`src/common/rcsr_consts.svh`:
```
`ifndef RCSR_CONSTS_SVH
`define RCSR_CONSTS_SVH

// ==========================================================
// register offsets (bank 0)
`define RCSR_ADDR_WIDTH_SETUP 5'h03
`define RCSR_RETRANSMIT_SETUP 5'h04
`define RCSR_CHANNEL_SELECT   5'h05
`define RCSR_RADIO_SETUP      5'h06
`define RCSR_EVENT_STATUS     5'h07
`define RCSR_TRANSMIT_OBSERVE 5'h08

// ==========================================================
// command encodings
`define RCSR_CMD_READ         3'h0
`define RCSR_CMD_WRITE        3'h1
`define RCSR_CMD_BANK_SWITCH  8'h50
`define RCSR_BANK_KEY         8'h53
`define RCSR_CMD_NOP          8'hFF

// ==========================================================
// field positions
`define RCSR_BIT_RX_READY     6
`define RCSR_BIT_TX_SENT      5
`define RCSR_BIT_RETRY_LIMIT  4

// ==========================================================
// reset values
`define RCSR_RST_ADDR_WIDTH   2'h3
`define RCSR_RST_RETRANSMIT   8'h03
`define RCSR_RST_CHANNEL      7'h02
`define RCSR_RST_AIR_RATE     1'h1
`define RCSR_RST_TX_POWER     2'h3
`define RCSR_RST_RX_GAIN      1'h1
`define RCSR_RADIO_RSVD       4'h3
`define RCSR_PIPE_EMPTY       3'h7
`define RCSR_PIPE_UNUSED      3'h6

// ==========================================================
// timing
`define RCSR_CLK_MHZ          20
`define RCSR_RETR_STEP_US     250
`define RCSR_TIMER_W          17

`endif

```
`src/common/rcsr_pkg.sv`:
```
`default_nettype none
`include "rcsr_consts.svh"

package rcsr_pkg;

  typedef enum logic [1:0]
  {
    PH_IDLE = 2'b01,
    PH_WAIT = 2'b10
  } rcsr_phase_type;

  // ==========================================================
  // events and levels from the radio core
  typedef struct packed {
    logic       rx_payload;
    logic       tx_done;
    logic       ack_rcvd;
    logic       ack_fail;
    logic       tx_start;
    logic       auto_ack;
    logic       tx_fifo_full;
    logic [2:0] rx_pipe;
    logic       rx_ready_irq_mask;
    logic       tx_sent_irq_mask;
    logic       retry_limit_irq_mask;
  } rcsr_radio_type;

  // ==========================================================
  // configuration toward the radio core
  typedef struct packed {
    logic [1:0] addr_width_code;
    logic [4:0] addr_byte_en;
    logic [6:0] channel_select;
    logic       air_rate_sel;
    logic [1:0] tx_power_sel;
    logic       rx_gain_high;
    logic [3:0] retransmit_delay;
    logic [3:0] retransmit_limit;
  } rcsr_cfg_type;

  // ==========================================================
  // whole state of the register block
  typedef struct packed {
    logic                     sck_s1;
    logic                     sck_s2;
    logic                     sck_d;
    logic                     csn_s1;
    logic                     csn_s2;
    logic                     csn_d;
    logic                     mosi_s1;
    logic                     mosi_s2;
    logic [2:0]               bit_cnt;
    logic [1:0]               byte_idx;
    logic [7:0]               rx_sh;
    logic [7:0]               tx_sh;
    logic [7:0]               cmd;
    logic                     miso_oe;
    logic [1:0]               addr_width_code;
    logic [7:0]               retransmit_setup;
    logic [6:0]               channel_select;
    logic                     air_rate_sel;
    logic [1:0]               tx_power_sel;
    logic                     rx_gain_high;
    logic                     bank_indicator;
    logic                     rx_ready_flag;
    logic                     tx_sent_flag;
    logic                     retry_limit_flag;
    logic [3:0]               lost_packet_count;
    logic [3:0]               retry_count;
    rcsr_phase_type           phase;
    logic [`RCSR_TIMER_W-1:0] timer;
    logic                     retransmit;
    logic                     irq_n;
  } rcsr_state_type;

endpackage

`default_nettype wire

```
`src/rtl/rcsr_regs.sv`:
```
// What this block does
// - width code 01/10/11 gives 3/4/5 bytes
// - short addresses use low stored bytes
// - retransmit wait is 250 us steps
// - retransmit count caps retries, resets three
// - seven-bit channel, resets to two
// - air rate bit, 1 or 2 Mbps
// - two-bit power select, resets to 11
// - receiver gain bit, high when set
// - reserved bits hold zero, except radio setup bits 7:4 read 0011
// - status shifts out during command byte
// - bit 7 shows bank, toggled by key
// - receive-ready flag sets on new payload
// - sent flag sets on ack, or on send when auto-ack is off
// - event flags clear only by writing one
// - retry-limit flag halts further traffic
// - bits 3:1 give pipe, 111 when empty
// - bit 0 shows transmit FIFO full
// - lost counter saturates at fifteen
// - channel write clears lost counter
// - retry counter restarts with new packet
// - unmasked flags drive low interrupt pin
`default_nettype none
`include "rcsr_consts.svh"

module rcsr_regs
#(
  parameter int STEP_CYCLES = `RCSR_RETR_STEP_US * `RCSR_CLK_MHZ
)
(
  // clock and reset
  input  wire logic                     CLK,
  input  wire logic                     RESET,
  // serial port pins
  input  wire logic                     SCK,
  input  wire logic                     CSN,
  input  wire logic                     MOSI,
  output logic                          MISO,
  output logic                          MISO_OE,
  // radio core
  input  wire rcsr_pkg::rcsr_radio_type RADIO,
  output var  rcsr_pkg::rcsr_cfg_type   CFG,
  output logic                          RETRANSMIT,
  output logic                          LINK_HALT,
  output logic                          IRQ_N
);
  import rcsr_pkg::*;

  if (STEP_CYCLES < 1 || 16 * STEP_CYCLES > 2 ** `RCSR_TIMER_W)
  begin : g_check
    $error("retransmit step does not fit the timer");
  end

  rcsr_state_type s;
  rcsr_state_type n;
  logic           sck_rise;
  logic           sck_fall;
  logic           csn_fall;
  logic           byte_done;
  logic [7:0]     rx_byte;
  logic           wr_en;
  logic           wr_chan;
  logic [7:0]     stat_now;

  // ==========================================================
  // helpers
  function automatic logic [4:0] addr_byte_en(input logic [1:0] code);
    unique case (code)
      2'h1:    addr_byte_en = 5'h07;
      2'h2:    addr_byte_en = 5'h0F;
      default: addr_byte_en = 5'h1F;
    endcase
  endfunction

  function automatic logic [`RCSR_TIMER_W-1:0] delay_cycles(
    input logic [3:0] code);
    delay_cycles = `RCSR_TIMER_W'((int'(code) + 1) * STEP_CYCLES - 1);
  endfunction

  function automatic logic [7:0] status_byte(input rcsr_state_type st,
                                             input rcsr_radio_type rd);
    logic [2:0] pipe;
    pipe = (rd.rx_pipe == `RCSR_PIPE_UNUSED) ? `RCSR_PIPE_EMPTY
                                             : rd.rx_pipe;
    status_byte = {st.bank_indicator, st.rx_ready_flag,
                   st.tx_sent_flag, st.retry_limit_flag,
                   pipe, rd.tx_fifo_full};
  endfunction

  function automatic logic [7:0] read_reg(input rcsr_state_type st,
                                          input logic [4:0]     a,
                                          input logic [7:0]     stat);
    read_reg = 8'h00;
    if (!st.bank_indicator)
    begin
      case (a)
        `RCSR_ADDR_WIDTH_SETUP: read_reg = {6'h00, st.addr_width_code};
        `RCSR_RETRANSMIT_SETUP: read_reg = st.retransmit_setup;
        `RCSR_CHANNEL_SELECT:   read_reg = {1'h0, st.channel_select};
        `RCSR_RADIO_SETUP:      read_reg = {`RCSR_RADIO_RSVD,
                                            st.air_rate_sel,
                                            st.tx_power_sel,
                                            st.rx_gain_high};
        `RCSR_EVENT_STATUS:     read_reg = stat;
        `RCSR_TRANSMIT_OBSERVE: read_reg = {st.lost_packet_count,
                                            st.retry_count};
        default:                read_reg = 8'h00;
      endcase
    end
  endfunction

  // ==========================================================
  // serial port decode
  assign sck_rise  = s.sck_s2 && !s.sck_d;
  assign sck_fall  = !s.sck_s2 && s.sck_d;
  assign csn_fall  = !s.csn_s2 && s.csn_d;
  assign byte_done = !s.csn_s2 && sck_rise && (s.bit_cnt == 3'h7);
  assign rx_byte   = {s.rx_sh[6:0], s.mosi_s2};
  assign wr_en     = byte_done && (s.byte_idx == 2'h1) &&
                     (s.cmd[7:5] == `RCSR_CMD_WRITE) && !s.bank_indicator;
  assign wr_chan   = wr_en && (s.cmd[4:0] == `RCSR_CHANNEL_SELECT);
  assign stat_now  = status_byte(s, RADIO);

  // ==========================================================
  // next state
  always_comb
  begin
    n            = s;
    n.sck_s1     = SCK;
    n.sck_s2     = s.sck_s1;
    n.sck_d      = s.sck_s2;
    n.csn_s1     = CSN;
    n.csn_s2     = s.csn_s1;
    n.csn_d      = s.csn_s2;
    n.mosi_s1    = MOSI;
    n.mosi_s2    = s.mosi_s1;
    n.retransmit = 1'b0;

    if (s.csn_s2)
      n.miso_oe = 1'b0;
    if (csn_fall)
    begin
      n.bit_cnt  = 3'h0;
      n.byte_idx = 2'h0;
      n.tx_sh    = stat_now;
      n.miso_oe  = 1'b1;
    end
    else if (!s.csn_s2 && sck_rise)
    begin
      n.rx_sh   = rx_byte;
      n.bit_cnt = s.bit_cnt + 3'h1;
    end
    else if (!s.csn_s2 && sck_fall && s.bit_cnt != 3'h0)
      n.tx_sh = {s.tx_sh[6:0], 1'b0};

    // byte boundaries: command, then one data byte
    if (byte_done)
    begin
      if (s.byte_idx == 2'h0)
      begin
        n.cmd      = rx_byte;
        n.byte_idx = 2'h1;
        n.tx_sh    = (rx_byte[7:5] == `RCSR_CMD_READ)
                     ? read_reg(s, rx_byte[4:0], stat_now) : 8'h00;
      end
      else
      begin
        n.byte_idx = 2'h2;
        if (s.byte_idx == 2'h1 && s.cmd == `RCSR_CMD_BANK_SWITCH &&
            rx_byte == `RCSR_BANK_KEY)
          n.bank_indicator = !s.bank_indicator;
      end
    end

    // register writes
    if (wr_en)
    begin
      case (s.cmd[4:0])
        `RCSR_ADDR_WIDTH_SETUP:
          if (rx_byte[1:0] != 2'h0)
            n.addr_width_code = rx_byte[1:0];
        `RCSR_RETRANSMIT_SETUP:
          n.retransmit_setup = rx_byte;
        `RCSR_CHANNEL_SELECT:
          n.channel_select = rx_byte[6:0];
        `RCSR_RADIO_SETUP:
        begin
          n.air_rate_sel = rx_byte[3];
          n.tx_power_sel = rx_byte[2:1];
          n.rx_gain_high = rx_byte[0];
        end
        `RCSR_EVENT_STATUS:
        begin
          if (rx_byte[`RCSR_BIT_RX_READY])
            n.rx_ready_flag = 1'b0;
          if (rx_byte[`RCSR_BIT_TX_SENT])
            n.tx_sent_flag = 1'b0;
          if (rx_byte[`RCSR_BIT_RETRY_LIMIT])
            n.retry_limit_flag = 1'b0;
        end
        default:
          n.cmd = s.cmd;
      endcase
    end
    if (wr_chan)
      n.lost_packet_count = 4'h0;

    // hardware sets come after clears so they win
    if (RADIO.rx_payload)
      n.rx_ready_flag = 1'b1;
    if (RADIO.ack_rcvd || (RADIO.tx_done && !RADIO.auto_ack))
      n.tx_sent_flag = 1'b1;

    // retransmission sequencing
    unique case (s.phase)
      PH_IDLE:
        if (RADIO.ack_fail && !s.retry_limit_flag)
        begin
          if (s.retry_count == s.retransmit_setup[3:0])
          begin
            n.retry_limit_flag = 1'b1;
            if (n.lost_packet_count != 4'hF)
              n.lost_packet_count = n.lost_packet_count + 4'h1;
          end
          else
          begin
            n.phase = PH_WAIT;
            n.timer = delay_cycles(s.retransmit_setup[7:4]);
          end
        end
      PH_WAIT:
        if (s.timer == `RCSR_TIMER_W'(0))
        begin
          n.phase       = PH_IDLE;
          n.retransmit  = 1'b1;
          n.retry_count = s.retry_count + 4'h1;
        end
        else
          n.timer = s.timer - `RCSR_TIMER_W'(1);
    endcase
    if (RADIO.tx_start)
    begin
      n.retry_count = 4'h0;
      n.phase       = PH_IDLE;
      n.timer       = `RCSR_TIMER_W'(0);
      n.retransmit  = 1'b0;
    end

    n.irq_n = !((n.rx_ready_flag && !RADIO.rx_ready_irq_mask) ||
                (n.tx_sent_flag && !RADIO.tx_sent_irq_mask) ||
                (n.retry_limit_flag &&
                 !RADIO.retry_limit_irq_mask));
  end

  always_ff @(posedge CLK)
  begin
    if (RESET)
    begin
      s                  <= '0;
      s.sck_s1           <= 1'b0;
      s.csn_s1           <= 1'b1;
      s.csn_s2           <= 1'b1;
      s.csn_d            <= 1'b1;
      s.addr_width_code  <= `RCSR_RST_ADDR_WIDTH;
      s.retransmit_setup <= `RCSR_RST_RETRANSMIT;
      s.channel_select   <= `RCSR_RST_CHANNEL;
      s.air_rate_sel     <= `RCSR_RST_AIR_RATE;
      s.tx_power_sel     <= `RCSR_RST_TX_POWER;
      s.rx_gain_high     <= `RCSR_RST_RX_GAIN;
      s.phase            <= PH_IDLE;
      s.irq_n            <= 1'b1;
    end
    else
      s <= n;
  end

  // ==========================================================
  // outputs
  assign MISO       = s.tx_sh[7];
  assign MISO_OE    = s.miso_oe;
  assign RETRANSMIT = s.retransmit;
  assign LINK_HALT  = s.retry_limit_flag;
  assign IRQ_N      = s.irq_n;
  assign CFG        = '{addr_width_code:  s.addr_width_code,
                        addr_byte_en:     addr_byte_en(s.addr_width_code),
                        channel_select:   s.channel_select,
                        air_rate_sel:     s.air_rate_sel,
                        tx_power_sel:     s.tx_power_sel,
                        rx_gain_high:     s.rx_gain_high,
                        retransmit_delay: s.retransmit_setup[7:4],
                        retransmit_limit: s.retransmit_setup[3:0]};
endmodule

`default_nettype wire
```
`config.mk`:
```
export PLATFORM = sky130hd
export DESIGN_NAME = rcsr_regs
export DESIGN_NICKNAME = d
export VERILOG_FILES = /design/src/common/rcsr_pkg.sv /design/src/rtl/rcsr_regs.sv
export VERILOG_INCLUDE_DIRS = /design/src /design/src/common
export SDC_FILE = /design/constraint.sdc
export NUM_CORES = 1
export LEC_CHECK = 0
export ABC_AREA = 1
export BUFFER_PORTS_ARGS = -buffer_cell sky130_fd_sc_hd__buf_2
export CORE_AREA = 10 10 138 140
export DETAILED_ROUTE_END_ITERATION = 10
export DIE_AREA = 0 0 148 150
export PLACE_DENSITY_LB_ADDON = 0.15
export SETUP_SLACK_MARGIN = 0.1
export SYNTH_ARGS = -nofsm -noshare
export SYNTH_HDL_FRONTEND = slang
export SYNTH_SLANG_ARGS = --single-unit
```
`constraint.sdc`:
```
create_clock -name CLK -period 4.1 [get_ports CLK]
set_input_delay 0.82 -clock CLK [delete_from_list [all_inputs] [get_ports CLK]]
set_output_delay 0.82 -clock CLK [all_outputs]
set_load 0.005 [all_outputs]
```
## Word-level counts from Yosys, hierarchy flattened

Cells that the tools add are included.
Widths: inputs -> output; s select.

| operators by class | value |
|---|---|
| add/subtract/negate cells | 6 |
| $mul | 1 |
| equality and inequality tests | 28 |
| muxes and demuxes | 35 |
| bitwise gates (word level) | 3 |
| reductions and logical operators | 51 |

Operator list:

| kind | number |
|---|---|
| $mux 8 | 7 |
| $pmux 8 s6 | 1 |
| $eq 5x3->1 const B | 8 |
| $mux 19 | 2 |
| $pmux 19 s2 | 1 |
| $sub 17x1->17 const B | 2 |
| $mux 16 | 2 |
| $logic_and 1x1->1 | 18 |
| $logic_not 17->1 | 1 |
| $mux 17 | 1 |
| $eq 8x7->1 const B | 2 |
| $mux 5 | 3 |
| $mul 5x10->14 const B | 1 |
| $reduce_and 3->1 | 4 |
| $eq 5x2->1 const B | 2 |
| $logic_not 1->1 | 10 |
| $ne 2x2->1 const B | 5 |
| $pmux 5 s2 | 1 |
| $reduce_and 2->1 | 5 |
| $mux 3 | 3 |
| $add 4x1->4 const B | 2 |
| $mux 1 | 8 |
| $mux 2 | 4 |
| $mux 4 | 2 |
| 18 further kinds | 29 |

| word-level totals | value |
|---|---|
| register bits | 91 |
| logic and storage cells | 154 |

## Depth between registers and ports, before layout

| logic depth | value |
|---|---|
| word-level depth | 17 |
| gate-level depth with buffers | 22 |
| gate-level depth less buffers | 22 |

## Worst setup path before layout

Ideal clock, no wire load.

| path | value |
|---|---|
| path type | flip-flop to flip-flop |
| from | register s (netlist bit CFG[4]) |
| to | register s[18] (netlist bit) |
| arrival | 3325 ps |
| data required time | 4030 ps |
| setup slack | 705 ps |
| cell stages (with the launch flop) | 20 |
| path buffers | 0 |
| clock period less this slack | 3395 ps |
| cells stage by stage | dfxtp_1 > ha_1 > nand3_1 > fa_1 > ha_1 > inv_1 > fa_1 > inv_1 > ha_1 > nand2_1 > nand2_1 > a21oi_1 > nand3_1 > nand2_1 > inv_1 > nor2_1 > nand3_1 > nand3_1 > nand2_1 > a21oi_1 |

| between the ends | value |
|---|---|
| longest elaborated chain between the ends | 6 |

RTL lines:

| element | line | source |
|---|---|---|
| start, declared | rcsr_regs.sv:54 | `rcsr_state_type s;` |
| start signal, assigned | rcsr_regs.sv:274 | `s <= n;` |
| $add 4x1->5 | rcsr_regs.sv:77 | `` delay_cycles = `RCSR_TIMER_W'((int'(code) + 1) * STEP_CYCLES - 1); `` |
| $mul 5x10->14 | rcsr_regs.sv:77 |  |
| $sub 17x1->17 | rcsr_regs.sv:77 |  |
| $mux 19 | rcsr_regs.sv:219 | `if (s.retry_count == s.retransmit_setup[3:0])` |
| $mux 19 | rcsr_regs.sv:217 | `if (RADIO.ack_fail && !s.retry_limit_flag)` |
| $pmux 19 s2 | rcsr_regs.sv:215 | `unique case (s.phase)` |

No other way between the ends. The select of a mux whose other input is x is not followed.
A chain may end at the register's enable or synchronous reset.

## Worst setup path in the final report

Same ends and word-level chain as after synthesis.

==> flow_metrics.py <==
metrics = {
    "yosys": {
        "synth_cells": 799,
        "avgSynthCellArea_um2": 7.05,
        "syn-cell-area_mm2": 0.00564,
        "synth_area_leaders": "dfxtp_1 (32%), nand2_1 (8.7%), inv_1 (8.1%)",
        "yosys_warnings": 0,
        "synth-async-reset-ratio": 0,
        "yosysSeqAreaShare": 0.323,
        "yosysUniqueCellTypes": 50,
        "synthFlopType": "dfxtp_1",
        "synth.top_cell.area_share": 0.323,
        "yosys.area.top_type": "dfxtp_1",
        "synth_edf_count": 0,
        "ys_ff_latch": 91,
    },
    "global_routing": {
        "gr-usage-all-layers": 0.140,
        "met3_usage": 0.0272,
        "antenna_found_initial": 0,
        "grt_overflow_total": 0,
        "grt_start_max_net_pins": 26,
        "met2_usage": 0.245,
        "grt_util_met1": 0.168,
        "busiest_layer": "met2",
        "grt_pass1_vias": 4888,
        "grt_pass1_wl_mm": 25.0,
    },
    "placed_design": {
        "dp_hpwl_mm": 11.7,
        "placedCellCount": 1029,
        "portBuffers": 45,
        "place_congestion": 0.841,
    },
    "critical_path": {
        "critPathKind": "register to register",
        "cp.arrival_ps": 3910,
        "ff2ff_path_depth": 19,
        "crit_fanout": 8,
        "r2r_start": "CFG[4]",
        "critPathLaunch": "CFG[4]",
        "startpoint_type": "register",
        "r2r-end": "s[18]",
        "r2r_slack_ps": 470,
        "required_ps": 4380,
        "cp-end-kind": "register",
    },
    "pwr": {
        "power_density_mw_per_mm2": 309,
        "ir_drop_v": 0.000213,
        "p_leak_nw": 2.88,
    },
    "layout": {
        "layout.nets": 876,
        "drive_gt1_frac": 0.118,
        "antenna-diode-count": 0,
        "multi_input_area_mm2": 0.00308,
        "final_cell_mix": "nand2_1 (130), inv_1 (122), dfxtp_1 (90), a21oi_1 (80), o21ai_0 (71)",
        "stdcell_count": 1045,
        "syn2layout_area_growth_pct": 10.5,
        "fill_cells": 1807,
        "layout_commonest_cell": "nand2_1",
        "seq_area_mm2": 0.00182,
    },
    "route": {
        "wl_per_cell_um": 14.5,
        "drtIter0Drc": 274,
        "dr_total_vias": 4974,
        "viasPerCell": 4.76,
        "drc_errors": 0,
        "first_pass_iters": 4,
        "finalWirelength_mm": 15.1,
        "ant_nets": 0,
    },
    "clock_tree": {
        "post_cts_buffers": 0,
        "ctsHoldBuffers": 0,
        "tritoncts": "built",
        "cts_resized": 0,
        "clock_latency_ps": 350,
        "clock_path_buffers": 2,
        "root_buffer": "clkbuf_16",
        "clk_pin_slew_ps": 70,
        "htreeDepth": 3,
        "cts_buffers": 9,
        "clock_sinks": 91,
    },
    "timing": {
        "max_freq_ghz": 0.276,
        "skew_ps": 8.49,
        "finalSetupViolCount": 0,
        "slew_viol_final": 0,
        "fin_tns_setup_ps": 0,
        "holdWs_ps": 401,
        "finalCritPeriodShare": 0.885,
        "grt_setup_unrepaired": "false",
        "relSlewSlack": 0.458,
        "finalHoldViolCount": 0,
        "worst_pin_slew_ps": 810,
        "timing.final.crit_period_ps": 3630,
    },
    "floorplanning": {
        "dieArea_mm2": 0.0222,
        "die_w_um": 148,
        "io_pins": 49,
        "start_util": 0.345,
        "die_h_um": 150,
        "rows": 47,
        "core-area_mm2": 0.0163,
    },
    "status": {
        "status": "finished clean",
    },
    "min_path": {
        "hold_class": "register to register",
        "hold_depth": 2,
        "holdPathEnd": "n[89]",
        "worstHoldStart": "n[90]",
    },
    "job": {
        "drv_cap": 0,
    },
}
## metrics by stage
step / setup WS [ps] / utilization / area (µm²) / power [mW]
floorplan: 705 / - / 5640 / 1.05
global route: 143 / 0.381 / 6230 / 2.01
finish: 470 / 0.381 / 6230 / 1.93
CTS: 313 / 0.381 / 6220 / 1.95
global placement: 407 / 0.362 / 5920 / 1.09
detailed placement: 305 / 0.362 / 5920 / 1.09
## state kept, by name, summed over array words and instances, names as in the netlist
signal      count
CFG            21
IRQ_N           1
LINK_HALT       1
MISO            1
MISO_OE         1
RETRANSMIT      1
n               5
rx_byte         8
s              52
## worst max-delay path by stage
| stage | end | slack (ps) | cells after the start |
|---|---|---|---|
| 4_1_cts | s[18] | 310 | 18 |
| 2_1_floorplan | s[18] | 710 | 19 |
| 5_1_grt | s[18] | 140 | 20 |
| 3_5_place_dp | s[18] | 300 | 18 |
| 6_report | s[18] | 470 | 19 |
| 3_3_place_gp | s[18] | 410 | 19 |
## logic make-up (layout without fill, tap and decap cells)
kind of cell	after synthesis	after routing	synth area share
adders and majority gates	38	38	0.0897
xor gates and xnor gates	16	16	0.0249
DFF	91	91	0.323
and+or+nand+nor	291	291	0.240
other	1	3	0.000665
buffers and inverters	168	192	0.131
AOI/OAI and AO/OA	194	194	0.190
## worst max-delay path, cell delays in order, from the launching register on
cell,delay (ps)
dfxtp_2,430
ha_1,250
nand3_1,230
fa_1,600
ha_1,140
inv_1,40
fa_1,470
inv_1,40
ha_1,340
nand2_1,90
nand2_1,60
a21oi_1,170
nand3_1,100
nand2_1,120
inv_1,70
nor2_1,90
nand3_1,70
nand3_1,90
nand2_1,60
a21oi_1,110
## area by class of cell
| type | count | area share |
|---|---|---|
| sequential | 91 | 0.293 |
| clock buffer | 11 | 0.0390 |
| inverter | 125 | 0.0758 |
| tap | 220 | 0.0442 |
| clock inverter | 5 | 0.00965 |
| timing repair buffer | 51 | 0.0434 |
| multi-input combinational | 542 | 0.495 |
## power by group
group	internal, mW	total, mW	switching, mW
Combinational	0.0526	0.151	0.0988
Clock	0.493	0.859	0.366
Sequential	0.903	0.916	0.0130
## cells in the mapped netlist, drive strengths merged, types with 2 or more instances
cell type    n
a211oi       2
a21oi       80
a31oi        2
buf         27
clkbuf      16
dfxtp       91
fa           4
ha          34
inv        125
nand2      133
nand3       47
nand4       13
nor2        70
nor3        15
nor4         4
o2111ai      2
o211ai      12
o21ai       77
o21bai       2
o221ai       3
o22ai        9
or2          6
xnor2        5
xor2        11
## layer usage
metal  vias up  wire length [µm]
met5         -                 0
met4         0               211
met3        12               437
met2        53              7450
met1      2253              7030
li1       2656                 -
No activity file was read; power rests on OpenSTA's default activity.
